<file path="src/include/dpt_pkg.sv">
/*
 * Package for the dual prescaled counter/timer: register offsets,
 * field positions, reset values and mode encodings.
 * Assumes a 32-bit AHB-Lite register bus, one register per word.
 */
`default_nettype none
package dpt_pkg;
    // ----------------------------------------
    // Register offsets (byte addresses)
    // ----------------------------------------
    localparam logic [7:0] DPT_OFS_CTRL     = 8'h00;
    localparam logic [7:0] DPT_OFS_C0_INIT  = 8'h04;
    localparam logic [7:0] DPT_OFS_C0_PRE   = 8'h08;
    localparam logic [7:0] DPT_OFS_C1_INIT  = 8'h0C;
    localparam logic [7:0] DPT_OFS_C1_PRE   = 8'h10;
    localparam logic [7:0] DPT_OFS_STATUS   = 8'h14;
    localparam logic [7:0] DPT_OFS_MASK     = 8'h18;
    localparam logic [7:0] DPT_OFS_EXTCFG   = 8'h1C;
    // ----------------------------------------
    // CTRL fields (per timer n: base 4*n)
    // ----------------------------------------
    localparam int DPT_CTRL_RUN     = 0;
    localparam int DPT_CTRL_LOAD    = 1;
    localparam int DPT_CTRL_CONT    = 2;
    localparam int DPT_CTRL_STRIDE  = 4;
    // ----------------------------------------
    // EXTCFG fields
    // ----------------------------------------
    localparam int DPT_EXT_MODE_LSB = 0;
    // ----------------------------------------
    // Reset values
    // ----------------------------------------
    localparam logic [7:0] DPT_INIT_RST = 8'h00;
    localparam logic [5:0] DPT_PRE_RST  = 6'h00;
    localparam logic [1:0] DPT_IRQ_RST  = 2'h0;
    typedef enum logic [1:0] {
        DPT_EXT_INTERNAL = 2'b00,
        DPT_EXT_CLOCK    = 2'b01,
        DPT_EXT_GATE     = 2'b10,
        DPT_EXT_TRIGGER  = 2'b11
    } dpt_ext_mode_t;
endpackage
`default_nettype wire

</file>
<file path="src/hw/dpt_sync.sv">
/*
 * Two-stage synchroniser with rising/falling edge detection.
 * Assumes an asynchronous input and a single clock domain.
 */
`default_nettype none
module dpt_sync (
    input  wire logic hclk,
    input  wire logic hresetn,
    input  wire logic async_in,
    output logic      level,
    output logic      rise,
    output logic      fall
);
    logic s1_r;
    logic s2_r;
    logic s3_r;
    always_ff @(posedge hclk or negedge hresetn) begin
        if (!hresetn) begin
            s1_r <= 1'b0;
            s2_r <= 1'b0;
            s3_r <= 1'b0;
        end else begin
            s1_r <= async_in;
            s2_r <= s1_r;
            s3_r <= s2_r;
        end
    end
    assign level = s2_r;
    assign rise  = s2_r & ~s3_r;
    assign fall  = ~s2_r & s3_r;
endmodule
`default_nettype wire

</file>
<file path="src/hw/dpt_channel.sv">
/*
 * One prescaler plus 8-bit down-counter.
 * Assumes tick_en qualifies each source clock and load is one cycle.
 */
`default_nettype none
module dpt_channel
    import dpt_pkg::*;
(
    input  wire logic       hclk,
    input  wire logic       hresetn,
    input  wire logic       tick_en,
    input  wire logic       run,
    input  wire logic       cont,
    input  wire logic       load,
    input  wire logic [7:0] init_val,
    input  wire logic [5:0] pre_val,
    output logic [7:0]      count,
    output logic            eoc,
    output logic            running
);
    logic [5:0] pre_r;
    logic [5:0] pre_nxt;
    logic [7:0] cnt_r;
    logic [7:0] cnt_nxt;
    logic       act_r;
    logic       act_nxt;
    logic       eoc_nxt;
    logic       eoc_r;
    // ----------------------------------------
    // Next state
    // ----------------------------------------
    always_comb begin
        pre_nxt = pre_r;
        cnt_nxt = cnt_r;
        act_nxt = act_r & run;
        eoc_nxt = 1'b0;
        if (load) begin
            pre_nxt = pre_val - 6'd1;
            cnt_nxt = init_val;
            act_nxt = run;
        end else if (act_r && run && tick_en) begin
            if (pre_r == 6'd0) begin
                pre_nxt = pre_val - 6'd1;
                cnt_nxt = cnt_r - 8'd1;
                if (cnt_r == 8'd1) begin
                    eoc_nxt = 1'b1;
                    if (cont) begin
                        cnt_nxt = init_val;
                    end else begin
                        cnt_nxt = 8'd0;
                        act_nxt = 1'b0;
                    end
                end
            end else begin
                pre_nxt = pre_r - 6'd1;
            end
        end else if (run && !act_r && cnt_r != 8'd0) begin
            act_nxt = 1'b1;
        end
    end
    always_ff @(posedge hclk or negedge hresetn) begin
        if (!hresetn) begin
            pre_r <= DPT_PRE_RST;
            cnt_r <= DPT_INIT_RST;
            act_r <= 1'b0;
            eoc_r <= 1'b0;
        end else begin
            pre_r <= pre_nxt;
            cnt_r <= cnt_nxt;
            act_r <= act_nxt;
            eoc_r <= eoc_nxt;
        end
    end
    assign count   = cnt_r;
    assign eoc     = eoc_r;
    assign running = act_r;
endmodule
`default_nettype wire

</file>
<file path="src/hw/dpt_top.sv">
/*
 * Dual prescaled counter/timer with AHB-Lite register slave.
 * Assumes a single hclk domain; the external timer input is asynchronous.
 */
// Chosen here: the address map and the AHB-Lite interface to the registers.
`default_nettype none
// Notes on behaviour
// - Two independent 8-bit counters, each with its own prescaler.
// - Only the second timer may take the external clock; the first uses the internal one.
// - Each prescaler divides its source by 1 to 64 (value 0 means 64).
// - Each counter decrements once per prescaler pulse from an initial 1 to 256.
// - End of count raises first_timer_irq or second_timer_irq respectively.
// - Software can start, stop, resume or restart each counter from its initial value.
// - Single-pass mode halts at zero; continuous mode reloads and keeps counting.
// - Reading a counter returns its current value without disturbing it; prescalers are unreadable.
// - The second timer's external input acts as retrigger, non-retrigger trigger or gate.
// - A port input line serves as the external timer input driven by the outside party.
// - Writing a counter register sets its initial value; reading returns the current count.
// - Initial value 01 means a count of 1 and 00 means 256.
// - The external input comes from the first analog input line.
module dpt_top
    import dpt_pkg::*;
(
    input  wire logic        hclk,
    input  wire logic        hresetn,
    input  wire logic        hsel,
    input  wire logic [31:0] haddr,
    input  wire logic [1:0]  htrans,
    input  wire logic        hwrite,
    input  wire logic [2:0]  hsize,
    input  wire logic [31:0] hwdata,
    input  wire logic        hready,
    output logic [31:0]      hrdata,
    output logic             hreadyout,
    output logic             hresp,
    input  wire logic        first_analog_input,
    output logic             first_timer_irq,
    output logic             second_timer_irq,
    output logic             irq
);
    // ----------------------------------------
    // Bus address phase capture
    // ----------------------------------------
    logic       wr_pend_r;
    logic       wr_pend_nxt;
    logic [7:0] wr_addr_r;
    logic [7:0] wr_addr_nxt;
    logic       addr_ok;
    logic       rd_now;

    function automatic logic is_reg(input logic [7:0] a);
        is_reg = (a[1:0] == 2'b00) && (a <= DPT_OFS_EXTCFG);
    endfunction

    assign addr_ok = hsel & hready & htrans[1];
    assign rd_now  = addr_ok & ~hwrite;

    always_comb begin
        wr_pend_nxt = addr_ok & hwrite & is_reg(haddr[7:0]);
        wr_addr_nxt = addr_ok ? haddr[7:0] : wr_addr_r;
    end
    always_ff @(posedge hclk or negedge hresetn) begin
        if (!hresetn) begin
            wr_pend_r <= 1'b0;
            wr_addr_r <= 8'h00;
        end else begin
            wr_pend_r <= wr_pend_nxt;
            wr_addr_r <= wr_addr_nxt;
        end
    end

    function automatic logic wr_hit(input logic [7:0] ofs, input logic pend,
                                    input logic [7:0] a);
        wr_hit = pend && (a == ofs);
    endfunction

    // ----------------------------------------
    // Software registers
    // ----------------------------------------
    logic [7:0] ctrl_r;
    logic [7:0] ctrl_nxt;
    logic [7:0] init_r [2];
    logic [7:0] init_nxt [2];
    logic [5:0] pre_r [2];
    logic [5:0] pre_nxt [2];
    logic [1:0] mask_r;
    logic [1:0] mask_nxt;
    logic [1:0] ext_r;
    logic [1:0] ext_nxt;
    logic [1:0] load_p;
    logic [7:0] ofs_init [2];
    logic [7:0] ofs_pre [2];

    assign ofs_init[0] = DPT_OFS_C0_INIT;
    assign ofs_init[1] = DPT_OFS_C1_INIT;
    assign ofs_pre[0]  = DPT_OFS_C0_PRE;
    assign ofs_pre[1]  = DPT_OFS_C1_PRE;

    always_comb begin
        ctrl_nxt = ctrl_r;
        mask_nxt = mask_r;
        ext_nxt  = ext_r;
        load_p   = 2'b00;
        for (int n = 0; n < 2; n++) begin
            init_nxt[n] = init_r[n];
            pre_nxt[n]  = pre_r[n];
            if (wr_hit(ofs_init[n], wr_pend_r, wr_addr_r)) begin
                init_nxt[n] = hwdata[7:0];
            end
            if (wr_hit(ofs_pre[n], wr_pend_r, wr_addr_r)) begin
                pre_nxt[n] = hwdata[5:0];
            end
        end
        if (wr_hit(DPT_OFS_CTRL, wr_pend_r, wr_addr_r)) begin
            ctrl_nxt = hwdata[7:0];
            for (int n = 0; n < 2; n++) begin
                load_p[n] = hwdata[n*DPT_CTRL_STRIDE + DPT_CTRL_LOAD];
            end
            ctrl_nxt[DPT_CTRL_LOAD] = 1'b0;
            ctrl_nxt[DPT_CTRL_STRIDE + DPT_CTRL_LOAD] = 1'b0;
        end
        if (wr_hit(DPT_OFS_MASK, wr_pend_r, wr_addr_r)) begin
            mask_nxt = hwdata[1:0];
        end
        if (wr_hit(DPT_OFS_EXTCFG, wr_pend_r, wr_addr_r)) begin
            ext_nxt = hwdata[DPT_EXT_MODE_LSB +: 2];
        end
    end
    always_ff @(posedge hclk or negedge hresetn) begin
        if (!hresetn) begin
            ctrl_r <= 8'h00;
            mask_r <= DPT_IRQ_RST;
            ext_r  <= DPT_EXT_INTERNAL;
            for (int n = 0; n < 2; n++) begin
                init_r[n] <= DPT_INIT_RST;
                pre_r[n]  <= DPT_PRE_RST;
            end
        end else begin
            ctrl_r <= ctrl_nxt;
            mask_r <= mask_nxt;
            ext_r  <= ext_nxt;
            for (int n = 0; n < 2; n++) begin
                init_r[n] <= init_nxt[n];
                pre_r[n]  <= pre_nxt[n];
            end
        end
    end

    // ----------------------------------------
    // External timer input
    // ----------------------------------------
    logic ext_lvl;
    logic ext_rise;
    logic ext_fall;
    dpt_sync u_sync (
        .hclk     (hclk),
        .hresetn  (hresetn),
        .async_in (first_analog_input),
        .level    (ext_lvl),
        .rise     (ext_rise),
        .fall     (ext_fall)
    );

    // Trigger: falling edge loads; retrigger when ctrl bit 7 is set
    logic       trig_load;
    logic [1:0] tick_en;
    logic [1:0] run;
    logic [1:0] running;
    logic [1:0] eoc;
    logic [7:0] count [2];
    logic       retrig;

    assign retrig    = ctrl_r[7];
    assign trig_load = (ext_r == DPT_EXT_TRIGGER) && ext_fall
                       && (retrig || !running[1]);
    always_comb begin
        tick_en[0] = 1'b1;
        case (ext_r)
            DPT_EXT_CLOCK:   tick_en[1] = ext_fall;
            DPT_EXT_GATE:    tick_en[1] = ext_lvl;
            default:         tick_en[1] = 1'b1;
        endcase
    end

    // ----------------------------------------
    // Counter channels
    // ----------------------------------------
    genvar g;
    generate
        for (g = 0; g < 2; g++) begin : g_ch
            // Run follows the written value so start and restart act together
            assign run[g] = ctrl_nxt[g*DPT_CTRL_STRIDE + DPT_CTRL_RUN];
            dpt_channel u_ch (
                .hclk     (hclk),
                .hresetn  (hresetn),
                .tick_en  (tick_en[g]),
                .run      (run[g]),
                .cont     (ctrl_r[g*DPT_CTRL_STRIDE + DPT_CTRL_CONT]),
                .load     (load_p[g] | (g == 1 ? trig_load : 1'b0)),
                .init_val (init_r[g]),
                .pre_val  (pre_r[g]),
                .count    (count[g]),
                .eoc      (eoc[g]),
                .running  (running[g])
            );
        end
    endgenerate
    logic unused_rise;
    assign unused_rise = ext_rise;

    // ----------------------------------------
    // Interrupt status, set wins over clear
    // ----------------------------------------
    logic [1:0] stat_r;
    logic [1:0] stat_nxt;
    always_comb begin
        stat_nxt = stat_r;
        if (wr_hit(DPT_OFS_STATUS, wr_pend_r, wr_addr_r)) begin
            stat_nxt = stat_r & ~hwdata[1:0];
        end
        stat_nxt = stat_nxt | eoc;
    end
    always_ff @(posedge hclk or negedge hresetn) begin
        if (!hresetn) begin
            stat_r <= DPT_IRQ_RST;
        end else begin
            stat_r <= stat_nxt;
        end
    end
    assign first_timer_irq  = stat_r[0];
    assign second_timer_irq = stat_r[1];
    assign irq = |(stat_r & mask_r);

    // ----------------------------------------
    // Read data
    // ----------------------------------------
    logic [31:0] rdata_r;
    logic [31:0] rdata_nxt;
    always_comb begin
        rdata_nxt = 32'h0000_0000;
        if (rd_now) begin
            case (haddr[7:0])
                DPT_OFS_CTRL:    rdata_nxt[7:0] = ctrl_r;
                DPT_OFS_C0_INIT: rdata_nxt[7:0] = count[0];
                DPT_OFS_C1_INIT: rdata_nxt[7:0] = count[1];
                DPT_OFS_STATUS:  rdata_nxt[1:0] = stat_r;
                DPT_OFS_MASK:    rdata_nxt[1:0] = mask_r;
                DPT_OFS_EXTCFG:  rdata_nxt[1:0] = ext_r;
                default:         rdata_nxt = 32'h0000_0000;
            endcase
        end
    end
    always_ff @(posedge hclk or negedge hresetn) begin
        if (!hresetn) begin
            rdata_r <= 32'h0000_0000;
        end else begin
            rdata_r <= rdata_nxt;
        end
    end
    assign hrdata    = rdata_r;
    assign hreadyout = 1'b1;
    assign hresp     = 1'b0;
endmodule
`default_nettype wire

</file>
<file path="config.mk">
export PLATFORM = sky130hd
export DESIGN_NAME = dpt_top
export DESIGN_NICKNAME = d
export VERILOG_FILES = /design/src/include/dpt_pkg.sv /design/src/hw/dpt_sync.sv /design/src/hw/dpt_channel.sv /design/src/hw/dpt_top.sv
export SDC_FILE = /design/constraint.sdc
export NUM_CORES = 1
export LEC_CHECK = 0
export BUFFER_PORTS_ARGS = -buffer_cell sky130_fd_sc_hd__buf_2
export CAP_MARGIN = 20
export CELL_PAD_IN_SITES_DETAIL_PLACEMENT = 0
export CELL_PAD_IN_SITES_GLOBAL_PLACEMENT = 1
export CORE_AREA = 2 2 114 116
export DETAILED_ROUTE_END_ITERATION = 8
export DIE_AREA = 0 0 116 118
export PLACE_DENSITY = 0.75
export SETUP_SLACK_MARGIN = 0.1
export SLEW_MARGIN = 10
export SYNTH_ARGS = -nofsm -noshare
export SYNTH_HDL_FRONTEND = slang
export SYNTH_SLANG_ARGS = --single-unit
</file>
<file path="constraint.sdc">
create_clock -name hclk -period 2.5 [get_ports hclk]
set_input_delay 0.5 -clock hclk [delete_from_list [all_inputs] [get_ports hclk]]
set_output_delay 0.5 -clock hclk [all_outputs]
set_load 0.01 [all_outputs]
</file>
==> results.yml, run 1 <==
run_status:
  status: "completed"
power:
  seq_power_share_pct: 43.5
  power_switching_mw: 1.258
  p_int_mw: 2.927
  sw_frac_of_total_pct: 30.07
  peakVddDrop_uv: 349.7
  pwr-share-clk_pct: 36.5
  power_density_mw_per_mm2: 722.3
  combPwrFrac_pct: 19.9
  power.leakage_nw: 2.690
yosys:
  ys_warn_count: 0
  ys_async_sr_fraction_pct: 100.0
  yosysUniqueCellTypes: 60
  synth_mux_area_share_pct: 13.37
  synth-edff-count: 0
  avgSynthCellArea_um2: 10.56
  syn_inst: 482
  synth-seq-area-share_pct: 45.23
  synth_simple_gate_area_share_pct: 15.88
  synth_adder_area_share_pct: 3.687
  synth-main-ff-cell: "dfrtp_1"
  synth_xor_area_share_pct: 1.377
  synth_top_family_by_area: "simple AND/OR/NAND/NOR gates"
  synth_compound_area_share_pct: 13.20
  ys_seq_elements: 92
  netlist_area_mm2: 0.005090
floorplan:
  ios: 112
  die-area_mm2: 0.01369
  num_rows: 41
  die_x_um: 116
  coreArea_mm2: 0.01241
  die_y_um: 118
  start_util_pct: 41.00
clocking:
  clockBufferDepth: 2
  root_buffer: "clkbuf_16"
  htree_levels: 3
  clock_sinks: 92
  hold_buffers: 0
  numCtsBuffers: 9
  clk_pin_slew_worst_paths_ns: 0.07
  cts_tree: "built"
  clock_latency_ns: 0.35
critical_path:
  worstReg2RegEnd: "g_ch[1].u_ch.count[7]"
  r2r-start: "wr_addr_r[1]"
  r2r_cells: 7
  rrSetupSlack_ns: 0.19
  end_kind: "flip-flop"
  critPathRequiredTime_ns: 2.74
  critPathLaunchType: "flip-flop"
  crit_path_max_fanout: 11
  critical_path_class: "reg2reg"
  cp.arrival_ns: 2.55
min_path:
  holdCritPathClass: "in2async"
global_routing:
  grt_first_pass_wirelength_um: 19720
  first_global_vias: 3717
  track_usage_pct: 18.67
  grt-ovfl-total: 0
  grt_start_max_net_pins: 48
  antenna_found_initial: 1
sta:
  drv_slew: 0
  fin_crit_sh_pct: 92.54
  tightest_slew_ns: 0.7613
  setup_tns_ns: 0
  hold_viol_final: 0
  max-slew-margin-rel_pct: 48.78
  rsz0062_at_grt: "no"
  layout_setup_ws_ns: 0.1864
  post-route-min-period_ns: 2.314
  setup_viol: 0
  timing.fmax_mhz: 432.2
  fin_skew_ns: 0.003433
detailed_routing:
  via_per_inst: 5.536
  vias: 3886
  drtIter0Drc: 195
  wl_per_cell_um: 17.30
  detail_route.first_pass.iterations: 4
  drtAntennaViolNets: 0
  wl_um: 12140
  route.detailed.drc: 0
job:
  cap_violations: 0
place:
  pre_cts_ws_ns: 0.1748
  hpwlAfterDp_um: 8903
  numPortBuffers: 33
  place.gp.congestion: 0.8790
layout:
  final_nets: 615
  layout-drive-gt1-share_pct: 25.28
  final_common_cell: "dfrtp_1"
  antenna-diode-count: 0
  area_growth_pct: 13.84
  layout_common_cells: "dfrtp_1, mux2_2, buf_2"
[synth_stat cells, types with 8 or more instances]
master / number / area (um^2)
mux2_2: 51 / 574.3
ha_1: 15 / 187.7
nor3_1: 15 / 75.07
clkbuf_1: 10 / 37.54
buf_4: 26 / 195.2
a21oi_1: 10 / 50.05
o21ai_0: 14 / 70.07
nor4_1: 8 / 50.05
o2bb2ai_1: 11 / 96.34
o22ai_1: 10 / 62.56
nor2_1: 30 / 112.6
nand4_1: 9 / 56.30
dfrtp_1: 92 / 2302
nand3_1: 15 / 75.07
nand2_1: 26 / 97.59
inv_1: 24 / 90.09
a22oi_1: 12 / 90.09
[area by class of cell]
cell class	count	area, um^2
flip-flops and latches	92	2302
multi-input cells	346	2530
well taps	172	215.2
fillers	1191	6620
inverters	24	90.09
clock inverters	6	95.09
repair buffers	52	322.8
clock buffers	10	239.0
[how the worst max path moves through the flow]
stage	startpoint	end
floorplan	wr_addr_r[2]	g_ch[0].u_ch.count[1]
global placement	wr_addr_r[1]	g_ch[1].u_ch.count[2]
detailed placement	haddr[0]	hrdata[7]
CTS	wr_addr_r[1]	g_ch[1].u_ch.count[7]
global route	g_ch[1].u_ch.pre_r[0]	g_ch[1].u_ch.count[1]
finish	wr_addr_r[1]	g_ch[1].u_ch.count[7]
[critical path, cell delays in order, from the launching register on]
cell and delay [ns]:
dfrtp_1 0.47, or4_4 0.61, o31ai_4 0.24, a211oi_2 0.10, buf_4 0.18, or2_1 0.23
buf_4 0.15, a22o_1 0.21
[routing by layer]
metal	share of wire [%]	up-vias	global-route usage, %
met3	4.2	20	2.987
met5	0.13	-	0
li1	-	1811	-
met2	46	96	28.14
met4	2.3	2	7.217
met1	47	1957	26.81
[metrics by stage]
step	hold WS [ns]	total power, mW	area [um^2]	instances	util [%]
after floorplan	0.2044	2.425	5180	506	-
after global placement	0.3329	2.639	5431	684	43.75
after detailed placement	0.3370	2.674	5431	684	43.75
after CTS	0.2005	4.210	5766	700	46.44
after global routing	0.2357	4.396	5794	702	46.67
final	0.1834	4.185	5794	702	46.67
[power by group through the flow]
stage | logic (mW) | clock network (mW) | registers (mW)
after detailed placement | 0.828 | 0 | 1.85
after global routing | 0.948 | 1.61 | 1.84
final | 0.835 | 1.53 | 1.82
after global placement | 0.796 | 0 | 1.84
after CTS | 0.832 | 1.56 | 1.82
after floorplan | 0.647 | 0 | 1.78
[what timing repair did]
item / CTS / global route
gates resized for setup: 0 / 4
setup endpoints to repair: 0 / 11
buffers inserted: 0 / 2
hold endpoints to repair: 0 / 0
[sequential cells by signal, indices dropped and copies added, names as in the netlist, 2 cells and up]
| signal | flops |
|---|---|
| wr_addr_r | 8 |
| hrdata | 8 |
| g_ch.u_ch.running | 2 |
| pre_r | 12 |
| g_ch.u_ch.count | 16 |
| init_r | 16 |
| ctrl_r | 6 |
| stat_r | 2 |
| g_ch.u_ch.eoc | 2 |
| g_ch.u_ch.pre_r | 12 |
| mask_r | 2 |
| ext_r | 2 |
[kinds of logic (layout without fill, tap and decap cells)]
kind of cell | count (synthesis) | in the layout
flops | 92 | 92
buf+inv | 68 | 92
other cells | 2 | 26
simple gates | 144 | 144
xor+xnor | 8 | 8
mux | 59 | 59
fa+ha+maj | 15 | 15
compound gates | 94 | 94
Power figures use the tool's default switching activity.
==> run 2, diff against run 1 <==
==> constraint.sdc (replaced) <==
create_clock -name hclk -period 2.5 [get_ports hclk]
set_input_delay 0 -clock hclk [delete_from_list [all_inputs] [get_ports hclk]]
set_output_delay 0 -clock hclk [all_outputs]
set_load 0.01 [all_outputs]
==> results.yml, run 2 (synthesis results as in run 1) <==
run_status:
  status: "completed"
clocking:
  htree_levels: 3
  clockBufferDepth: 2
  clock_latency_ns: 0.35
  root_buffer: "clkbuf_16"
  cts_tree: "built"
  numCtsBuffers: 9
  clk_pin_slew_worst_paths_ns: 0.06
  clock_sinks: 92
floorplan:
  coreArea_mm2: 0.01241
  num_rows: 41
  die_y_um: 118
  start_util_pct: 41.00
  die-area_mm2: 0.01369
  ios: 112
  die_x_um: 116
critical_path:
  rrSetupSlack_ns: 0.19
  worstPathCellList: "or4_4 -> o31ai_4 -> a211oi_1 -> buf_4 -> or2_1 -> buf_4 -> a22o_1"
  r2r-start: "wr_addr_r[1]"
  crit_end: "g_ch[1].u_ch.count[2]"
  critPathLaunch: "wr_addr_r[1]"
  crit_cells: 7
  crit_family: "simple AND/OR/NAND/NOR gates"
  crit_path_max_fanout: 11
  worstReg2RegEnd: "g_ch[1].u_ch.count[2]"
  worst-path-buf-inv: 2
  critPathLaunchType: "flip-flop"
  slowest_stage: "or4_4"
  critical_path_class: "reg2reg"
  end_kind: "flip-flop"
  cpPeakStageDelay_ns: 0.61
  crit_path_frequent_cell: "buf_4"
  r2r_cells: 7
  critPathRequiredTime_ns: 2.74
  cp.arrival_ns: 2.54
detailed_routing:
  route.detailed.drc: 0
  via_per_inst: 5.393
  vias: 3829
  detail_route.first_pass.iterations: 4
  drtAntennaViolNets: 0
  wl_per_cell_um: 16.56
  wl_um: 11760
  drtIter0Drc: 129
sta:
  fin_crit_sh_pct: 92.31
  timing.fmax_mhz: 433.3
  tightest_slew_ns: 0.8128
  rsz0062_at_grt: "no"
  fin_skew_ns: 0.006037
  setup_tns_ns: 0
  post-route-min-period_ns: 2.308
  drv_slew: 0
  hold_viol_final: 0
  max-slew-margin-rel_pct: 45.31
  setup_viol: 0
layout:
  fin_area_mm2: 0.005858
  antenna-diode-count: 0
  seq_area_mm2: 0.002302
  final_common_cell: "dfrtp_1"
  final-instance-count-excl-fill: 710
  postLayoutCoreUtil_pct: 47.19
  multi_input_area_mm2: 0.002524
  layout_common_cells: "dfrtp_1, mux2_2, buf_2"
  area_growth_pct: 15.09
  final_nets: 623
  nFillCells: 1202
  layout-drive-gt1-share_pct: 23.98
place:
  numPortBuffers: 33
  hpwlAfterDp_um: 8542
  dpl_cell_area_mm2: 0.005416
  dp.cells: 682
  place.gp.congestion: 0.8573
global_routing:
  grt_first_pass_wirelength_um: 18990
  grt_start_max_net_pins: 93
  track_usage_pct: 17.92
  antenna_found_initial: 0
  grt-ovfl-total: 0
  first_global_vias: 3652
power:
  peakVddDrop_uv: 265.8
  power_density_mw_per_mm2: 703.0
  power.leakage_nw: 2.712
job:
  cap_violations: 0
min_path:
  holdCritPathClass: "in2reg"
  worstHoldStart: "hwdata[0]"
run 2: cell count changes in the layout (fill, tap and decap cells not counted), sizes merged:
cell / delta
dlygate4sd3: +11
buf: -3
clkinv: +1
inv: -1
run 2: how the worst min path moves through the flow:
stage	end	slack, ns	depth (start not counted)
3_3_place_gp	u_sync.s1_r	0.09	2
4_1_cts	hrdata[5]	0.03	2
3_5_place_dp	g_ch[1].u_ch.pre_r[1]	0.09	2
5_1_grt	init_r[10]	0.03	2
2_1_floorplan	ctrl_r[0]	-0.30	0
6_report	pre_r[6]	0.03	3
run 2: worst reg2reg max path: stages, from the launching register on:
cell	delay (ns)
dfrtp_1	0.47
or4_4	0.61
o31ai_4	0.23
a211oi_1	0.11
buf_4	0.19
or2_1	0.24
buf_4	0.15
a22o_1	0.19
run 2: metrics by stage:
step | worst slack, ns | hold slack [ns] | power [mW]
global placement | 0.2154 | 0.08759 | 2.637
detailed placement | 0.2090 | 0.09133 | 2.664
floorplan | 0.3537 | -0.2956 | 2.425
finish | 0.1923 | 0.02905 | 4.118
global route | 0.1033 | 0.02598 | 4.349
CTS | 0.1012 | 0.02893 | 4.151
run 2: routing by layer:
metal	up-vias	track usage (%)	share of wire, %
met5	-	0	0
li1	1830	-	-
met1	1891	26.26	48
met4	0	6.176	1.5
met2	97	27.16	47
met3	11	2.420	3.9
run 2: area by class of cell:
cell class	count	share of cell area (%)
Multi-Input combinational cell	346	43.08
Sequential cell	92	39.30
Timing Repair Buffer	60	7.006
Clock buffer	10	3.909
Tap cell	172	3.674
Inverter	24	1.538
Clock inverter	6	1.495
run 2: where the power goes:
group | total (mW) | switching [mW] | internal [mW] | leakage (nW)
Sequential | 1.82 | 0.183 | 1.63 | 1.18
Combinational | 0.835 | 0.447 | 0.388 | 1.38
Clock | 1.47 | 0.587 | 0.878 | 0.157
Total | 4.12 | 1.22 | 2.90 | 2.71
run 2: repair_timing:
item,in CTS,in global routing
resized for setup,0,3
hold endpoints to repair,106,0
hold buffers,11,0
setup buffers,0,1
setup endpoints to repair,0,7
